`src/design/hcc_pkg.sv`:
```
// Purpose: Shared constants and carrier types for the hall commutation controller
// Assumes: 200 MHz system clock, 32-bit AHB-Lite register bus
// Notes:   Hall code is {A,B,C}; phase one-hot uses bit 2 = A, bit 1 = B, bit 0 = C
package hcc_pkg;

  // Clock rate
  localparam int CLK_MHZ = 200;

  // Register byte offsets
  localparam logic [7:0] HCC_CTRL_OFS   = 8'h00;
  localparam logic [7:0] HCC_DUTY_OFS   = 8'h04;
  localparam logic [7:0] HCC_PERIOD_OFS = 8'h08;
  localparam logic [7:0] HCC_DEAD_OFS   = 8'h0C;
  localparam logic [7:0] HCC_UVTHR_OFS  = 8'h10;
  localparam logic [7:0] HCC_OCLIM_OFS  = 8'h14;
  localparam logic [7:0] HCC_STS_OFS    = 8'h18;
  localparam logic [7:0] HCC_MASK_OFS   = 8'h1C;
  localparam logic [7:0] HCC_SPEED_OFS  = 8'h20;
  localparam logic [7:0] HCC_LIVE_OFS   = 8'h24;

  // Timing figures and derived cycle counts
  localparam int DEAD_NS     = 100;
  localparam int DEAD_CYC    = (DEAD_NS * CLK_MHZ + 999) / 1000;
  localparam int SPD_WIN_US  = 10000;
  localparam int SPD_WIN_CYC = SPD_WIN_US * CLK_MHZ;

  // Values after reset
  localparam logic [3:0]  CTRL_RST   = 4'h0;
  localparam logic [15:0] DUTY_RST   = 16'h0000;
  localparam logic [15:0] PERIOD_RST = 16'h03E8;
  localparam logic [15:0] DEAD_RST   = 16'(DEAD_CYC);
  localparam logic [11:0] UVTHR_RST  = 12'h800;
  localparam logic [11:0] OCLIM_RST  = 12'hC00;

  // Status and mask bit positions
  localparam int ST_HALL  = 0;
  localparam int ST_UV    = 1;
  localparam int ST_OCLIM = 2;
  localparam int ST_OCTRP = 3;
  localparam int ST_BRAKE = 4;
  localparam int ST_STEP  = 5;
  localparam int ST_W     = 6;

  typedef struct packed {
    logic brake_pol;
    logic sync_rect;
    logic reverse;
    logic enable;
  } hcc_ctrl_t;

  typedef struct packed {
    logic [2:0] hi;
    logic [2:0] lo;
  } hcc_gate_t;

endpackage

```
`src/design/hcc_sync.sv`:
```
// Purpose: Two-flop synchroniser for a group of pin inputs
// Assumes: Inputs are asynchronous to clk
// Notes:   First stage feeds only the second stage
`timescale 1ns/1ps
module hcc_sync #(
  parameter int W = 1
) (
  // Clock and reset
  input  wire logic         clk,
  input  wire logic         sys_rst,
  // Pins and synchronised copy
  input  wire logic [W-1:0] din,
  output logic      [W-1:0] dout
);
  logic [W-1:0] meta_ff;
  logic [W-1:0] sync_ff;

  // Two stages; no logic taps the first
  always_ff @(posedge clk or posedge sys_rst) begin
    if (sys_rst) begin
      meta_ff <= '0;
      sync_ff <= '0;
    end else begin
      meta_ff <= din;
      sync_ff <= meta_ff;
    end
  end

  assign dout = sync_ff;
endmodule

```
`src/design/hcc_pwm.sv`:
```
// Purpose: Edge-aligned PWM with complementary output and dead time
// Assumes: duty >= period gives a full-on output
// Notes:   One shared counter keeps every gate on a common period start
`timescale 1ns/1ps
module hcc_pwm #(
  parameter int W = 16
) (
  // Clock and reset
  input  wire logic         clk,
  input  wire logic         sys_rst,
  // Settings
  input  wire logic [W-1:0] period,
  input  wire logic [W-1:0] duty,
  input  wire logic [W-1:0] dead,
  input  wire logic         restart,
  // Outputs
  output logic              pwm_h,
  output logic              pwm_l
);
  logic [W-1:0] cnt_ff;
  logic [W-1:0] nxt_cnt;
  logic [W-1:0] dt_ff;
  logic [W-1:0] nxt_dt;
  logic         raw_ff;
  logic         nxt_raw;

  // Period counter, restart realigns all outputs
  always_comb begin
    nxt_cnt = cnt_ff + 1'b1;
    if (restart || nxt_cnt >= period) begin
      nxt_cnt = '0;
    end
    nxt_raw = (nxt_cnt < duty);
    nxt_dt  = (nxt_raw != raw_ff) ? '0 : ((dt_ff == '1) ? dt_ff : dt_ff + 1'b1);
  end

  always_ff @(posedge clk or posedge sys_rst) begin
    if (sys_rst) begin
      cnt_ff <= '0;
      raw_ff <= 1'b0;
      dt_ff  <= '0;
    end else begin
      cnt_ff <= nxt_cnt;
      raw_ff <= nxt_raw;
      dt_ff  <= nxt_dt;
    end
  end

  // Both sides wait out the dead time after any change
  assign pwm_h = raw_ff && (dt_ff >= dead);
  assign pwm_l = !raw_ff && (dt_ff >= dead);
endmodule

```
`src/design/hcc_top.sv`:
```
// Purpose: Six-step hall commutation controller with protection and AHB-Lite registers
// Assumes: Single 200 MHz clock; ADC samples arrive on clk already
// Notes:   Modulated switch is the high side; the low side is held full on
// Behaviour
// - Three hall inputs form one three-bit rotor position code.
// - Only six codes valid; 000 and 111 flag a sensor-line fault.
// - Every rising or falling hall change re-evaluates the commutation step.
// - Forward table maps each code to one high and one low phase.
// - Reverse uses the same phases with high and low swapped.
// - Each step drives one high and one low switch on different phases.
// - Without synchronous rectification the modulated switch's complement stays off.
// - One active switch carries speed PWM, the other full duty.
// - Loading a new duty restarts all PWM periods together.
// - Optional synchronous rectification drives the complement with dead time.
// - Battery sample below programmable threshold enters undervoltage protection.
// - Current sample above programmable limit declares overcurrent.
// - External comparator trip input also declares overcurrent.
// - Brake polarity is selectable: active high or active low.
// - Speed is hall transitions counted over a fixed time window.
// - Larger speed duty gives higher motor speed.
// - Active brake level forces a fault; only its status bit is set on input edges.
`timescale 1ns/1ps
module hcc_top
  import hcc_pkg::*;
#(
  parameter int PW      = 16,
  parameter int AW      = 12,
  parameter int SPD_WIN = hcc_pkg::SPD_WIN_CYC
) (
  // Clock and reset
  input  wire logic              clk,
  input  wire logic              sys_rst,
  // AHB-Lite slave
  input  wire logic              hsel,
  input  wire logic [31:0]       haddr,
  input  wire logic [1:0]        htrans,
  input  wire logic              hwrite,
  input  wire logic [2:0]        hsize,
  input  wire logic [31:0]       hwdata,
  input  wire logic              hready,
  output logic      [31:0]       hrdata,
  output logic                   hreadyout,
  output logic                   hresp,
  // Sensor and protection pins
  input  wire logic [2:0]        hall_pin,
  input  wire logic              brake_pin,
  input  wire logic              oc_trip_pin,
  // ADC samples, same clock
  input  wire logic [AW-1:0]     adc_vbat,
  input  wire logic [AW-1:0]     adc_ibus,
  // Bridge gates and interrupt
  output hcc_pkg::hcc_gate_t     gate,
  output logic                   irq
);
  import hcc_pkg::*;

  localparam int SW = $clog2(SPD_WIN + 1);

  logic [2:0]      hall_s;
  logic            brake_s;
  logic            trip_s;
  logic            pwm_h;
  logic            pwm_l;
  hcc_ctrl_t       ctrl_ff, nxt_ctrl;
  logic [PW-1:0]   duty_ff, nxt_duty;
  logic [PW-1:0]   period_ff, nxt_period;
  logic [PW-1:0]   dead_ff, nxt_dead;
  logic [AW-1:0]   uvthr_ff, nxt_uvthr;
  logic [AW-1:0]   oclim_ff, nxt_oclim;
  logic [ST_W-1:0] sts_ff, nxt_sts, sts_set;
  logic [ST_W-1:0] mask_ff, nxt_mask;
  logic [2:0]      hall_prev_ff;
  logic            brake_prev_ff;
  hcc_gate_t       comm_ff, nxt_comm;
  hcc_gate_t       gate_ff, nxt_gate;
  logic [SW-1:0]   win_ff, nxt_win;
  logic [15:0]     edges_ff, nxt_edges;
  logic [15:0]     speed_ff, nxt_speed;
  logic            wr_ff, nxt_wr;
  logic [7:0]      wa_ff, nxt_wa;
  logic [31:0]     rd_ff, nxt_rd;
  logic            hall_edge, hall_bad, uv, oclim, brake_on, fault, duty_ld, acc;

  // Pin inputs cross into clk first
  hcc_sync #(.W(5)) u_sync (
    .clk     (clk),
    .sys_rst (sys_rst),
    .din     ({hall_pin, brake_pin, oc_trip_pin}),
    .dout    ({hall_s, brake_s, trip_s})
  );

  // Shared PWM for the speed switch
  hcc_pwm #(.W(PW)) u_pwm (
    .clk     (clk),
    .sys_rst (sys_rst),
    .period  (period_ff),
    .duty    (duty_ff),
    .dead    (dead_ff),
    .restart (duty_ld),
    .pwm_h   (pwm_h),
    .pwm_l   (pwm_l)
  );

  // Step lookup, phases one-hot A=bit2
  function automatic hcc_gate_t step_of(input logic [2:0] code, input logic rev);
    hcc_gate_t g;
    g = '0;
    case (code)
      3'b001: g = '{hi: 3'b001, lo: 3'b010};
      3'b101: g = '{hi: 3'b100, lo: 3'b010};
      3'b100: g = '{hi: 3'b100, lo: 3'b001};
      3'b110: g = '{hi: 3'b010, lo: 3'b001};
      3'b010: g = '{hi: 3'b010, lo: 3'b100};
      3'b011: g = '{hi: 3'b001, lo: 3'b100};
      default: g = '0;
    endcase
    if (rev) begin
      g = '{hi: g.lo, lo: g.hi};
    end
    return g;
  endfunction

  // Event and fault detection
  assign hall_edge = (hall_s != hall_prev_ff);
  assign hall_bad  = (hall_s == 3'b000) || (hall_s == 3'b111);
  assign uv        = (adc_vbat < uvthr_ff);
  assign oclim     = (adc_ibus > oclim_ff);
  assign brake_on  = brake_s ^ ctrl_ff.brake_pol;
  assign fault     = hall_bad | uv | oclim | trip_s | brake_on | !ctrl_ff.enable;

  // Bus decode: address phase accepted this edge
  assign acc     = hsel && hready && htrans[1];
  assign duty_ld = wr_ff && (wa_ff == HCC_DUTY_OFS);

  // Status sources; set beats a same-cycle clear
  always_comb begin
    sts_set           = '0;
    sts_set[ST_HALL]  = hall_bad;
    sts_set[ST_UV]    = uv;
    sts_set[ST_OCLIM] = oclim;
    sts_set[ST_OCTRP] = trip_s;
    sts_set[ST_BRAKE] = (brake_s != brake_prev_ff);
    sts_set[ST_STEP]  = hall_edge;
  end

  // Register file next values
  always_comb begin
    nxt_ctrl   = ctrl_ff;
    nxt_duty   = duty_ff;
    nxt_period = period_ff;
    nxt_dead   = dead_ff;
    nxt_uvthr  = uvthr_ff;
    nxt_oclim  = oclim_ff;
    nxt_mask   = mask_ff;
    nxt_sts    = sts_ff;
    if (wr_ff) begin
      if (wa_ff == HCC_CTRL_OFS) begin
        nxt_ctrl = hcc_ctrl_t'(hwdata[3:0]);
      end else if (wa_ff == HCC_DUTY_OFS) begin
        nxt_duty = hwdata[PW-1:0];
      end else if (wa_ff == HCC_PERIOD_OFS) begin
        nxt_period = hwdata[PW-1:0];
      end else if (wa_ff == HCC_DEAD_OFS) begin
        nxt_dead = hwdata[PW-1:0];
      end else if (wa_ff == HCC_UVTHR_OFS) begin
        nxt_uvthr = hwdata[AW-1:0];
      end else if (wa_ff == HCC_OCLIM_OFS) begin
        nxt_oclim = hwdata[AW-1:0];
      end else if (wa_ff == HCC_STS_OFS) begin
        nxt_sts = sts_ff & ~hwdata[ST_W-1:0];
      end else if (wa_ff == HCC_MASK_OFS) begin
        nxt_mask = hwdata[ST_W-1:0];
      end
    end
    nxt_sts = nxt_sts | sts_set;
  end

  // Bus phase tracking and read data
  always_comb begin
    nxt_wr = acc && hwrite;
    nxt_wa = acc ? haddr[7:0] : wa_ff;
    nxt_rd = rd_ff;
    if (acc && !hwrite) begin
      if (haddr[7:0] == HCC_CTRL_OFS) begin
        nxt_rd = {28'h0000000, ctrl_ff};
      end else if (haddr[7:0] == HCC_DUTY_OFS) begin
        nxt_rd = 32'(duty_ff);
      end else if (haddr[7:0] == HCC_PERIOD_OFS) begin
        nxt_rd = 32'(period_ff);
      end else if (haddr[7:0] == HCC_DEAD_OFS) begin
        nxt_rd = 32'(dead_ff);
      end else if (haddr[7:0] == HCC_UVTHR_OFS) begin
        nxt_rd = 32'(uvthr_ff);
      end else if (haddr[7:0] == HCC_OCLIM_OFS) begin
        nxt_rd = 32'(oclim_ff);
      end else if (haddr[7:0] == HCC_STS_OFS) begin
        nxt_rd = 32'(sts_ff);
      end else if (haddr[7:0] == HCC_MASK_OFS) begin
        nxt_rd = 32'(mask_ff);
      end else if (haddr[7:0] == HCC_SPEED_OFS) begin
        nxt_rd = 32'(speed_ff);
      end else if (haddr[7:0] == HCC_LIVE_OFS) begin
        nxt_rd = {21'h00000, fault, hall_s, brake_on, comm_ff}; // Full 32-bit word
      end else begin
        nxt_rd = 32'h00000000; // Unmapped reads zero
      end
    end
  end

  // Commutation and gate drive
  always_comb begin
    nxt_comm = hall_edge ? step_of(hall_s, ctrl_ff.reverse) : comm_ff;
    nxt_gate.hi = comm_ff.hi & {3{pwm_h}};
    nxt_gate.lo = comm_ff.lo;
    if (ctrl_ff.sync_rect) begin
      nxt_gate.lo = comm_ff.lo | (comm_ff.hi & {3{pwm_l}});
    end // otherwise complement stays off
    if (fault) begin
      nxt_gate = '0;
    end
  end

  // Speed window; counts settle once per window
  always_comb begin
    nxt_win   = win_ff + 1'b1;
    nxt_edges = edges_ff + {15'h0000, hall_edge};
    nxt_speed = speed_ff;
    if (win_ff == SW'(SPD_WIN - 1)) begin
      nxt_win   = '0;
      nxt_speed = nxt_edges;
      nxt_edges = '0;
    end
  end

  // All state registers
  always_ff @(posedge clk or posedge sys_rst) begin
    if (sys_rst) begin
      ctrl_ff       <= CTRL_RST;
      duty_ff       <= PW'(DUTY_RST);
      period_ff     <= PW'(PERIOD_RST);
      dead_ff       <= PW'(DEAD_RST);
      uvthr_ff      <= AW'(UVTHR_RST);
      oclim_ff      <= AW'(OCLIM_RST);
      sts_ff        <= '0;
      mask_ff       <= '0;
      hall_prev_ff  <= 3'h0;
      brake_prev_ff <= 1'b0;
      comm_ff       <= '0;
      gate_ff       <= '0;
      win_ff        <= '0;
      edges_ff      <= 16'h0000;
      speed_ff      <= 16'h0000;
      wr_ff         <= 1'b0;
      wa_ff         <= 8'h00;
      rd_ff         <= 32'h00000000;
    end else begin
      ctrl_ff       <= nxt_ctrl;
      duty_ff       <= nxt_duty;
      period_ff     <= nxt_period;
      dead_ff       <= nxt_dead;
      uvthr_ff      <= nxt_uvthr;
      oclim_ff      <= nxt_oclim;
      sts_ff        <= nxt_sts;
      mask_ff       <= nxt_mask;
      hall_prev_ff  <= hall_s;
      brake_prev_ff <= brake_s;
      comm_ff       <= nxt_comm;
      gate_ff       <= nxt_gate;
      win_ff        <= nxt_win;
      edges_ff      <= nxt_edges;
      speed_ff      <= nxt_speed;
      wr_ff         <= nxt_wr;
      wa_ff         <= nxt_wa;
      rd_ff         <= nxt_rd;
    end
  end

  // Outputs; zero wait states, always OKAY
  assign gate      = gate_ff;
  assign hrdata    = rd_ff;
  assign hreadyout = 1'b1;
  assign hresp     = 1'b0;
  assign irq       = |(sts_ff & mask_ff);
endmodule

```
`config.mk`:
```
export PLATFORM = sky130hd
export DESIGN_NAME = hcc_top
export DESIGN_NICKNAME = d
export VERILOG_FILES = /design/src/design/hcc_pkg.sv /design/src/design/hcc_sync.sv /design/src/design/hcc_pwm.sv /design/src/design/hcc_top.sv
export SDC_FILE = /design/constraint.sdc
export NUM_CORES = 1
export LEC_CHECK = 0
export ABC_AREA = 0
export BUFFER_PORTS_ARGS = -buffer_cell sky130_fd_sc_hd__buf_2
export CAP_MARGIN = 15
export CORE_MARGIN = 4
export CORE_UTILIZATION = 50
export CTS_BUF_LIST = sky130_fd_sc_hd__clkbuf_8
export DETAILED_ROUTE_END_ITERATION = 16
export PLACE_DENSITY = 0.7
export SETUP_SLACK_MARGIN = 0.02
export SLEW_MARGIN = 20
export SYNTH_ARGS = -nofsm -noshare
export SYNTH_HDL_FRONTEND = slang
export SYNTH_SLANG_ARGS = --single-unit
```
`constraint.sdc`:
```
create_clock -name clk -period 23.4 [get_ports clk]
set_input_delay 4.68 -clock clk [delete_from_list [all_inputs] [get_ports clk]]
set_output_delay 4.68 -clock clk [all_outputs]
set_load 0.02 [all_outputs]
```
## After elaboration in Yosys (flattened, before gate mapping)

Cells that the tools add are included.

- Bits in writable memories: 0
- Register bits after elaboration: 241
- Input bits: 103
- Output and inout port bits: 41
- Memories kept: 0
- Word-level logic and storage cells: 136
- Latch bits: 0
- Memory bits (read-only): 0

- $lt $le $gt $ge: 5
- Reductions and logical operators: 23
- Mux-type cells: 27
- Add/sub/neg operators: 4
- Bitwise operators: 20
- Shift operators: 0
- $mul: 0
- Equal/unequal tests: 29
- Divide/modulo/power cells: 0

Operators by type and width:

| operator | number |
|---|---|
| 16-bit 2-to-1 mux | 13 |
| 8-bit by 5-bit equality test with 1-bit output (second input constant) | 8 |
| 6-bit 2-to-1 mux | 10 |
| 6-bit case mux with 6 select lines | 1 |
| 16-bit by 1-bit adder with 16-bit output (second input constant) | 2 |
| 8-bit by 4-bit equality test with 1-bit output (second input constant) | 4 |
| 16-bit greater-or-equal comparator | 2 |
| 21-bit by 1-bit adder with 21-bit output (second input constant) | 1 |
| 21-bit equality test (second input constant) | 1 |
| 21-bit 2-to-1 mux | 1 |
| 16-bit by 1-bit adder with 16-bit output | 1 |
| 16-bit equality test (second input constant) | 1 |
| 8-bit by 3-bit equality test with 1-bit output (second input constant) | 2 |
| 8-bit by 6-bit equality test with 1-bit output (second input constant) | 2 |
| 8-bit logical NOT | 2 |
| 16-bit less-than comparator | 1 |
| 6-bit AND | 2 |
| 3-bit equality test (second input constant) | 4 |
| 12-bit > comparator | 1 |
| 12-bit less-than comparator | 1 |
| 11-bit 2-to-1 mux | 1 |
| 9-bit AND reduction | 1 |
| 1-bit logical AND | 7 |
| 1-bit inverter | 7 |
| other kinds (22) | 32 |

## Longest topological paths before layout

Gate-level depths: netlist of the first run.

- Word-level depth: 17
- Mapped depth: 21
- Gate-level depth less buffers: 19

## Cells and area by module

A second synthesis of the first run with hierarchy kept.

- Cells, all modules: 1200
- Area total of the unflattened synthesis: 12233.0 µm²

Modules (own cells, without submodules):

| module | cells each | sequential area each (µm²) | times used | area an instance (µm²) |
|---|---|---|---|---|
| hcc_top | 850 | 4568.1 | 1 | 9063.7 |
| hcc_pwm | 339 | 825.8 | 1 | 2915.3 |
| hcc_sync | 11 | 250.2 | 1 | 254.0 |

## Worst setup path before layout of the first run

OpenSTA, ideal clock, no wires.

- Path type: input to register
- Start point: input adc_vbat[9]
- End point: register gate_ff (netlist bit gate[3])
- Setup slack: 17191 ps
- Data required time: 23280 ps
- Setup time: 120 ps
- Buffers on the path: 0
- Data arrival time: 6089 ps
- Stages: 7
- Cells stage by stage: ha_1 a21o_1 a21o_1 a221o_1 a31oi_1 nor3_2 and4_1

RTL lines:

| what | RTL line | text |
|---|---|---|
| from (decl) | hcc_top.sv:49 | `input wire logic [AW-1:0] adc_vbat,` |
| to (signal assigned) | hcc_top.sv:268 | `gate_ff <= nxt_gate;` |
| to (decl) | hcc_top.sv:75 | `hcc_gate_t gate_ff, nxt_gate;` |

## Final worst setup path of the first run

- Start point: input haddr[2]
- End point: register rd_ff[1], in the netlist hrdata[1]

- Word-level cells in the longest chain between the ends: 11
- Elaborated cells between the ends (all ways): 20
- Classes of those cells: eq/ne (9); mux (10); reduce/logical (1)

RTL lines:

| what | RTL line | text |
|---|---|---|
| from (decl) | hcc_top.sv:35 | `input wire logic [31:0] haddr,` |
| 8-bit by 6-bit equality test with 1-bit output | hcc_top.sv:202 | `end else if (haddr[7:0] == HCC_LIVE_OFS) begin` |
| 11-bit 2-to-1 mux | hcc_top.sv:202 |  |
| 16-bit 2-to-1 mux | hcc_top.sv:200 | `end else if (haddr[7:0] == HCC_SPEED_OFS) begin` |
| 16-bit 2-to-1 mux | hcc_top.sv:198 | `end else if (haddr[7:0] == HCC_MASK_OFS) begin` |
| 16-bit 2-to-1 mux | hcc_top.sv:196 | `end else if (haddr[7:0] == HCC_STS_OFS) begin` |
| 16-bit 2-to-1 mux | hcc_top.sv:194 | `end else if (haddr[7:0] == HCC_OCLIM_OFS) begin` |
| 16-bit 2-to-1 mux | hcc_top.sv:192 | `end else if (haddr[7:0] == HCC_UVTHR_OFS) begin` |
| 16-bit 2-to-1 mux | hcc_top.sv:190 | `end else if (haddr[7:0] == HCC_DEAD_OFS) begin` |
| 16-bit 2-to-1 mux | hcc_top.sv:188 | `end else if (haddr[7:0] == HCC_PERIOD_OFS) begin` |
| 16-bit 2-to-1 mux | hcc_top.sv:186 | `end else if (haddr[7:0] == HCC_DUTY_OFS) begin` |
| 16-bit 2-to-1 mux * | hcc_top.sv:184 | `if (haddr[7:0] == HCC_CTRL_OFS) begin` |
| to (signal assigned) | hcc_top.sv:274 | `rd_ff <= nxt_rd;` |
| to (decl) | hcc_top.sv:81 | `logic [31:0] rd_ff, nxt_rd;` |

Mark *: on every way between the ends. The rest lies on a longest branch, timed or not.
A chain may end at the register's enable or synchronous reset.

==> flow_metrics.env, run 1 <==
export IMPL_tns_ps=0
export IMPL_postSynthCellCount=1216
export IMPL_wl_per_cell_um=18.7
export IMPL_powerDensity_mw_per_mm2=71.5
export IMPL_cts_sinks=225
export IMPL_start_util=0.512
export IMPL_cp_end_kind="register"
export IMPL_multi_input_area_mm2=0.00594
export IMPL_cts_max_level=2
export IMPL_clockRootBuffer="clkbuf_8"
export IMPL_hold_path_class="reg2reg"
export IMPL_place_ws_ps=16390
export IMPL_numPortBuffers=81
export IMPL_final_cell_mix="214 x dfrtp_1, 117 x nand2_1, 90 x inv_1, 84 x nor2_1, 81 x buf_2"
export IMPL_core_region_area_mm2=0.0237
export IMPL_syn_area_per_cell_um2=9.98
export IMPL_total_power_mw=0.969
export IMPL_reg2reg_from="u_pwm.cnt_ff[2]"
export IMPL_ant_nets=0
export IMPL_synth_edf_count=0
export IMPL_grt_use_total=0.235
export IMPL_first_iter_violations=796
export IMPL_async_flop_share=1.00
export IMPL_vias_per_cell=5.69
export IMPL_grt_max_degree=102
export IMPL_worstSetupStartpointType="input port"
export IMPL_fill_cells=2124
export IMPL_cts_buffers=39
export IMPL_clock_latency_ps=550
export IMPL_synth_top_cell_area_share=0.441
export IMPL_die_area_mm2=0.0268
export IMPL_first_pass_iters=6
export IMPL_synthFlopType="dfrtp_1"
export IMPL_fmax_mhz=156
export IMPL_final_util=0.572
export IMPL_outcome="finished clean"
export IMPL_min_period_over_period=0.274
export IMPL_cts_setup_buffers=0
export IMPL_power_switching_mw=0.283
export IMPL_cp_startpoint="haddr[2]"
export IMPL_cts_resized=0
export IMPL_clock_skew_ps=40.7
export IMPL_grt_pass1_vias=9368
export IMPL_synth_area_mm2=0.0121
export IMPL_cap_viol_max_count=0
export IMPL_synth_distinct_cells=64
export IMPL_layout_setup_ws_ps=16980
export IMPL_finalCriticalPeriod_ps=6420
export IMPL_drc=0
export IMPL_p_leak_nw=6.55
export IMPL_routabilityCongestion=0.886
export IMPL_seqPwrFrac=0.468
export IMPL_syn_to_final_growth_pct=11.6
export IMPL_nets=1472
export IMPL_reg2reg_slack_ps=17890
export IMPL_grt_pass1_wl_um=49900
export IMPL_overflow=0
export IMPL_swShare=0.292
export IMPL_cts_hold_buf=0
export IMPL_power_frac_comb=0.158
export IMPL_n_antenna_cell=0
export IMPL_rsz0062_at_grt="no"
export IMPL_layout_commonest_cell="dfrtp_1"
export IMPL_power_frac_clock=0.374
export IMPL_core_rowCount=56
export IMPL_setup_viol=0
export IMPL_vias=9332
export IMPL_fin_area_mm2=0.0135
export IMPL_hpwl_um=22400
export IMPL_hold_viol_final=0
export IMPL_drive_gt1_frac=0.172
export IMPL_yosysWarnings=0
export IMPL_maxSlewHeadroom=0.319
export IMPL_cp_required_ps=23840
export IMPL_drv_slew=0
export IMPL_tritoncts="built"
export IMPL_synth_top_cell_by_area="dfrtp_1"
export IMPL_boundaryPins=144
export IMPL_p_int_mw=0.685
export IMPL_endpoint="hrdata[1]"
export IMPL_seq_area_frac_synth=0.465
export IMPL_tightest_slew_ps=1020
export IMPL_clk_pin_slew_worst_paths_ps=60
export IMPL_place_area_mm2=0.0127
export IMPL_synth_area_leaders="dfrtp_1 44%, ha_1 7.7%, mux2_2 4.6%"
export IMPL_worst_path_max_fanout=40
export IMPL_min_from="u_sync.meta_ff[0]"
export IMPL_clk_path_buf_depth=3
export IMPL_antenna_found_initial=0
export IMPL_path_class="in2reg"
export IMPL_die_h_um=164
export IMPL_r2r_cells=18
export IMPL_seq_area_mm2=0.00564
export IMPL_arrival_ps=6860
export IMPL_timing_rr_end="u_pwm.dt_ff[1]"
export IMPL_die_x_um=164
export IMPL_wl_um=30700
export IMPL_ys_ff_latch=225
export IMPL_ir_worst_vdd_mv=0.0484
power groups by stage:
stage	logic, mW	registers [mW]	clock network (mW)
2_1_floorplan	0.106	0.456	0
3_3_place_gp	0.148	0.458	0
3_5_place_dp	0.152	0.459	0
4_1_cts	0.154	0.452	0.370
5_1_grt	0.172	0.457	0.391
6_report	0.154	0.453	0.362
cell usage after synthesis, drive strengths merged (22+ instances only):
cell and number:
a21oi 50, a22oi 22, a31oi 22, and3 29, buf 32, clkbuf 36, dfrtp 214, ha 75
inv 78, mux2 54, nand2 117, nand3 43, nand4 26, nor2 85, o21ai 74, xnor2 33
xor2 30
layer usage:
layer,vias up,global-route usage,part of all wire
li1,4420,-,-
met2,322,0.375,0.46
met3,63,0.0437,0.069
met5,-,0,0
met4,0,0.0782,0.029
met1,4527,0.325,0.44
area by class of cell:
type | count | share of cell area
clock inverter | 16 | 0.00490
clock buffer | 53 | 0.0538
timing repair buffer | 89 | 0.0344
inverter | 78 | 0.0222
sequential | 225 | 0.417
multi-input combinational | 861 | 0.439
tap | 319 | 0.0295
cells by family after synthesis:
kind of cell / count (synthesis) / synth area share
and+or+nand+nor: 400 / 0.170
xor gates and xnor gates: 63 / 0.0455
adders and majority gates: 75 / 0.0773
DFF: 225 / 0.465
other: 2 / 0.000619
AOI/OAI and AO/OA: 235 / 0.125
muxes: 70 / 0.0633
buffers and inverters: 146 / 0.0526
worst max-delay path: stages:
cell      delay, ps
buf_2           620
and2_1          320
and3_1          540
a222oi_1        250
a22o_1          240
a31oi_1         180
state kept, by name, summed over array words and instances, names as in the netlist, 3 cells and up:
register,flops
gate,6
sts_ff,6
win_ff,21
u_pwm.dt_ff,16
hrdata,16
edges_ff,16
u_pwm.cnt_ff,16
u_sync.meta_ff,5
ctrl_ff,4
dead_ff,16
duty_ff,16
wa_ff,8
comm_ff,6
period_ff,16
oclim_ff,12
speed_ff,16
mask_ff,6
u_sync.dout,5
uvthr_ff,12
hall_prev_ff,3
worst min path at each step:
stage,to,slack [ps],cells past startpoint
after floorplan,u_sync.dout[0],330,0
after global placement,u_sync.dout[3],330,0
after detailed placement,u_sync.dout[2],340,0
after CTS,u_sync.dout[0],340,0
after global routing,u_sync.dout[0],340,0
final,u_sync.dout[0],320,0
per-stage QoR:
step	std cells	hold slack, ps
floorplan	1232	331
global placement	1572	335
detailed placement	1572	337
CTS	1641	340
global route	1641	343
finish	1641	323
(Power assumes the default switching activity.)
==> run 2, diff against run 1 <==
Settings changed: ABC_AREA 0 to 1.
Clock period 23.4 ns to 6.3 ns, I/O delays scaled along.
==> flow_metrics.env, run 2 <==
export IMPL_outcome="finished clean"
export IMPL_finalCriticalPeriod_ps=4690
export IMPL_cts_resized=0
export IMPL_met2WireLength_um=13300
export IMPL_power_frac_comb=0.132
export IMPL_tritoncts="built"
export IMPL_core_region_area_mm2=0.0235
export IMPL_ys_ff_latch=225
export IMPL_cts_max_level=2
export IMPL_rsz0062_at_grt="no"
export IMPL_final_cells=1867
export IMPL_largest_reg_flops=21
export IMPL_drv_slew=0
export IMPL_postSynthCellCount=1427
export IMPL_tightest_slew_ps=1030
export IMPL_fill_cells=2210
export IMPL_numPortBuffers=81
export IMPL_synth_top_cell_area_share=0.446
export IMPL_drive_gt1_frac=0.132
export IMPL_wl_per_cell_um=15.6
export IMPL_n_antenna_cell=0
export IMPL_p_int_mw=2.37
export IMPL_core_rowCount=56
export IMPL_cts_buffers=39
export IMPL_power_switching_mw=0.953
export IMPL_worstSetupStartpointType="register"
export IMPL_worst_path_max_fanout=17
export IMPL_clk_pin_slew_worst_paths_ps=60
export IMPL_ant_nets=0
export IMPL_routabilityCongestion=0.872
export IMPL_fmax_mhz=213
export IMPL_arrival_ps=5080
export IMPL_hold_viol_final=0
export IMPL_grt_max_degree=161
export IMPL_dr_max_layer_used="met4"
export IMPL_first_pass_iters=5
export IMPL_async_flop_share=1.00
export IMPL_start_util=0.510
export IMPL_die_area_mm2=0.0265
export IMPL_nets=1696
export IMPL_post_place_cells=1796
export IMPL_synth_distinct_cells=54
export IMPL_hold_path_class="reg2reg"
export IMPL_synth_area_leaders="dfrtp_1 45%, nand2_1 8.7%, ha_1 7.8%"
export IMPL_clock_latency_ps=550
export IMPL_die_x_um=163
export IMPL_p_leak_nw=7.44
export IMPL_wl_um=29100
export IMPL_grt_use_total=0.222
export IMPL_clock_skew_ps=32.7
export IMPL_clk_path_buf_depth=3
export IMPL_synth_edf_count=0
export IMPL_multi_input_area_mm2=0.00527
export IMPL_tns_ps=0
export IMPL_grt_pass1_vias=9462
export IMPL_syn_area_per_cell_um2=8.41
export IMPL_syn_to_final_growth_pct=11.4
export IMPL_wl_met3_um=1710
export IMPL_regMostFlops="win_ff"
export IMPL_swShare=0.287
export IMPL_min_period_over_period=0.745
export IMPL_maxSlewHeadroom=0.310
export IMPL_cp_end_kind="register"
export IMPL_cts_hold_buf=0
export IMPL_path_class="reg2reg"
export IMPL_die_h_um=163
export IMPL_boundaryPins=144
export IMPL_powerDensity_mw_per_mm2=248
export IMPL_grt_pass1_wl_um=47600
export IMPL_m1WireLength_um=13300
export IMPL_synthTopCellsByCount="278 x nand2_1, 231 x inv_1, 214 x dfrtp_1, 137 x o21ai_0, 100 x nor2_1"
export IMPL_synth_top_cell_by_area="dfrtp_1"
export IMPL_overflow=0
export IMPL_first_iter_violations=673
export IMPL_yosysWarnings=0
export IMPL_drc=0
export IMPL_final_cell_mix="278 x nand2_1, 250 x inv_1, 214 x dfrtp_1, 137 x o21ai_0, 100 x nor2_1"
export IMPL_cts_sinks=225
export IMPL_layout_commonest_cell="nand2_1"
export IMPL_power_frac_clock=0.377
export IMPL_cts_setup_buffers=0
export IMPL_synthFlopType="dfrtp_1"
export IMPL_ir_worst_vdd_mv=0.227
export IMPL_vias=9844
export IMPL_clockRootBuffer="clkbuf_8"
export IMPL_synth_area_mm2=0.0120
export IMPL_antenna_found_initial=0
export IMPL_seqPwrFrac=0.492
export IMPL_hpwl_um=21600
export IMPL_setup_viol=0
export IMPL_cap_viol_max_count=0
export IMPL_vias_per_cell=5.27
export IMPL_yosys_cell_count_top_type="nand2_1"
export IMPL_seq_area_mm2=0.00564
export IMPL_cp_required_ps=6690
export IMPL_final_util=0.568
export IMPL_seq_area_frac_synth=0.470
-- run 2: layout make-up --
class / instances / share of cell area
inverters: 235 / 0.0662
clock buffers: 45 / 0.0463
clock inverters: 26 / 0.00833
flip-flops and latches: 225 / 0.422
multi-input cells: 932 / 0.394
repair buffers: 85 / 0.0335
well taps: 319 / 0.0298
-- run 2: power groups by stage --
stage               combinational [mW]  sequential [mW]  clock (mW)
finish                           0.437             1.63        1.25
global route                     0.513             1.64        1.35
CTS                              0.441             1.63        1.28
detailed placement               0.435             1.65           0
global placement                 0.418             1.65           0
floorplan                        0.321             1.64           0
-- run 2: worst max-delay path: stages, from the launching register on --
cell and delay [ps]:
dfrtp_1 420, ha_1 200, nand2_1 60, inv_1 90, nand2_1 90, nor2_1 160, nand3_1 170, nor3_1 190
nand3_1 100, nor2_1 130, xor2_1 220, inv_1 70, ha_1 300, nand2_1 100, nor2_1 70, a21oi_2 170
nand4_4 270, nor3_1 380, ha_1 200, nand3_1 110, o221ai_1 290, inv_1 150, nand2_1 110, nand2_1 70
nand2_2 340, nor2_1 80
-- run 2: final timing paths --
path	start	end	slack, ps	cells after the start
min in group asynchronous	sys_rst	u_sync.meta_ff[2]	950	3
worst min-delay path	u_sync.meta_ff[4]	u_sync.dout[4]	350	0
worst max-delay path	u_pwm.cnt_ff[0]	u_pwm.dt_ff[12]	1610	25
worst max register to register	u_pwm.cnt_ff[0]	u_pwm.dt_ff[12]	1610	25
max in group asynchronous	sys_rst	u_pwm.dt_ff[12]	4670	3
worst min register to register	u_sync.meta_ff[4]	u_sync.dout[4]	350	0
-- run 2: cell families after synthesis --
group,Yosys count,synth area share
buffers and inverters,286,0.0960
muxes,4,0.00375
DFF,225,0.470
adders and majority gates,75,0.0782
other,2,0.000626
and+or+nand+nor,520,0.192
xor gates and xnor gates,40,0.0292
AOI/OAI and AO/OA,275,0.130
-- run 2: metrics by stage --
step	cell area (um2)	setup slack (ps)	hold WS (ps)	power (mW)
2_1_floorplan	12100	2110	331	1.96
3_3_place_gp	12600	1700	331	2.07
3_5_place_dp	12600	1560	336	2.09
4_1_cts	13400	1520	349	3.35
5_1_grt	13400	1080	350	3.50
6_report	13400	1610	347	3.32
-- run 2: routing by layer --
metal	GRT usage	vias up
met3	0.0309	60
met4	0.0728	0
li1	-	4801
met1	0.322	4704
met5	0	-
met2	0.347	279
==> run 3, diff against run 2 <==
Clock period 6.3 ns to 4.7 ns, I/O delays scaled along.
==> flow_metrics.env, run 3 (synthesis results as in run 2) <==
export IMPL_antenna_found_initial=0
export IMPL_die_x_um=163
export IMPL_tns_ps=0
export IMPL_clk_pin_slew_worst_paths_ps=60
export IMPL_final_cell_mix="276 x nand2_1, 248 x inv_1, 213 x dfrtp_1, 137 x o21ai_0, 93 x nor2_1"
export IMPL_clock_skew_ps=17.2
export IMPL_cts_buffers=40
export IMPL_die_area_mm2=0.0265
export IMPL_numPortBuffers=81
export IMPL_arrival_ps=4830
export IMPL_setup_viol=0
export IMPL_grt_use_total=0.222
export IMPL_tritoncts="built"
export IMPL_syn_to_final_growth_pct=14.1
export IMPL_layout_commonest_cell="nand2_1"
export IMPL_cts_hold_buf=0
export IMPL_cts_max_level=2
export IMPL_vias_per_cell=5.22
export IMPL_overflow=0
export IMPL_post_place_cells=1802
export IMPL_largest_reg_flops=21
export IMPL_routabilityCongestion=0.877
export IMPL_maxSlewHeadroom=0.299
export IMPL_grt_max_degree=122
export IMPL_drv_slew=0
export IMPL_hpwl_um=21700
export IMPL_n_antenna_cell=0
export IMPL_drc=0
export IMPL_start_util=0.510
export IMPL_worst_path_max_fanout=16
export IMPL_ant_nets=0
export IMPL_clk_path_buf_depth=3
export IMPL_die_h_um=163
export IMPL_grt_pass1_wl_um=47300
export IMPL_ir_worst_vdd_mv=0.255
export IMPL_core_rowCount=56
export IMPL_p_leak_nw=7.58
export IMPL_clockRootBuffer="clkbuf_8"
export IMPL_hold_viol_final=0
export IMPL_drive_gt1_frac=0.154
export IMPL_outcome="finished clean"
export IMPL_layout_setup_ws_ps=321
export IMPL_powerDensity_mw_per_mm2=337
export IMPL_cp_end_kind="register"
export IMPL_cpPeakStageDelay_ps=370
export IMPL_regMostFlops="win_ff"
export IMPL_place_ws_ps=207
export IMPL_boundaryPins=144
export IMPL_cp_required_ps=5150
export IMPL_worstSetupStartpointType="register"
export IMPL_core_region_area_mm2=0.0235
export IMPL_path_class="reg2reg"
export IMPL_slowest_stage="dfrtp_2"
export IMPL_first_pass_iters=5
export IMPL_tightest_slew_ps=1050
export IMPL_hold_path_class="reg2reg"
export IMPL_fmax_mhz=228
export IMPL_finalCriticalPeriod_ps=4380
export IMPL_vias=9840
export IMPL_wl_um=29500
export IMPL_cts_sinks=225
export IMPL_crit_path_frequent_cell="nand2_1"
export IMPL_final_cells=1884
export IMPL_clock_latency_ps=530
export IMPL_min_period_over_period=0.932
export IMPL_grt_pass1_vias=9400
export IMPL_cap_viol_max_count=0
export IMPL_first_iter_violations=765
export IMPL_nets=1711
export IMPL_wl_per_cell_um=15.7
-- run 3: changes by cell type in the layout (fill, tap and decap cells not counted), moves of 4 or more --
cell | previous run | this run
nor2_1 | 100 | 93
nor3_1 | 32 | 28
clkbuf_8 | 45 | 51
nor2_2 | 19 | 24
buf_4 | 3 | 13
-- run 3: path summary, 6_finish.rpt --
kind | to | start | cells past startpoint | slack, ps
max | u_pwm.dt_ff[11] | u_pwm.cnt_ff[0] | 28 | 320
min | u_sync.dout[2] | u_sync.meta_ff[2] | 0 | 350
max reg2reg | u_pwm.dt_ff[11] | u_pwm.cnt_ff[0] | 28 | 320
min reg2reg | u_sync.dout[2] | u_sync.meta_ff[2] | 0 | 350
max in group asynchronous | u_pwm.dt_ff[11] | sys_rst | 3 | 3580
min in group asynchronous | hall_prev_ff[1] | sys_rst | 3 | 580
-- run 3: per-stage QoR --
stage | utilization | total power, mW | cell area, um2 | hold WS (ps)
floorplan | - | 2.63 | 12100 | 331
global placement | 0.540 | 2.77 | 12700 | 332
detailed placement | 0.540 | 2.81 | 12700 | 336
CTS | 0.575 | 4.66 | 13500 | 348
global route | 0.582 | 4.86 | 13700 | 355
finish | 0.582 | 4.62 | 13700 | 346
-- run 3: layout make-up --
type,count,area (um2)
fill,2118,9840
sequential,225,5650
multi-input combinational,933,5370
inverter,235,886
clock buffer,51,702
timing repair buffer,98,574
tap,319,399
clock inverter,23,123
-- run 3: critical path: cells and delay by family (launching register included) --
family / cells / cell delay, ps
fa+ha+maj: 3 / 720
compound gates: 4 / 660
simple gates: 15 / 1730
flops: 1 / 370
xor+xnor: 1 / 220
buf+inv: 5 / 570
-- run 3: layer usage --
metal,share of wire,GRT usage
met5,0,0
met4,0.021,0.0629
met3,0.068,0.0476
met2,0.46,0.347
met1,0.45,0.314
-- run 3: timing repair --
item	CTS	global route
resized for setup	0	23
setup endpoints to repair	0	16
buffers inserted	0	7
-- run 3: power breakdown --
part / internal [mW] / switching [mW] / total (mW)
clock: 1.03 / 0.806 / 1.84
sequential: 2.08 / 0.104 / 2.19
combinational: 0.216 / 0.380 / 0.596
total: 3.33 / 1.29 / 4.62
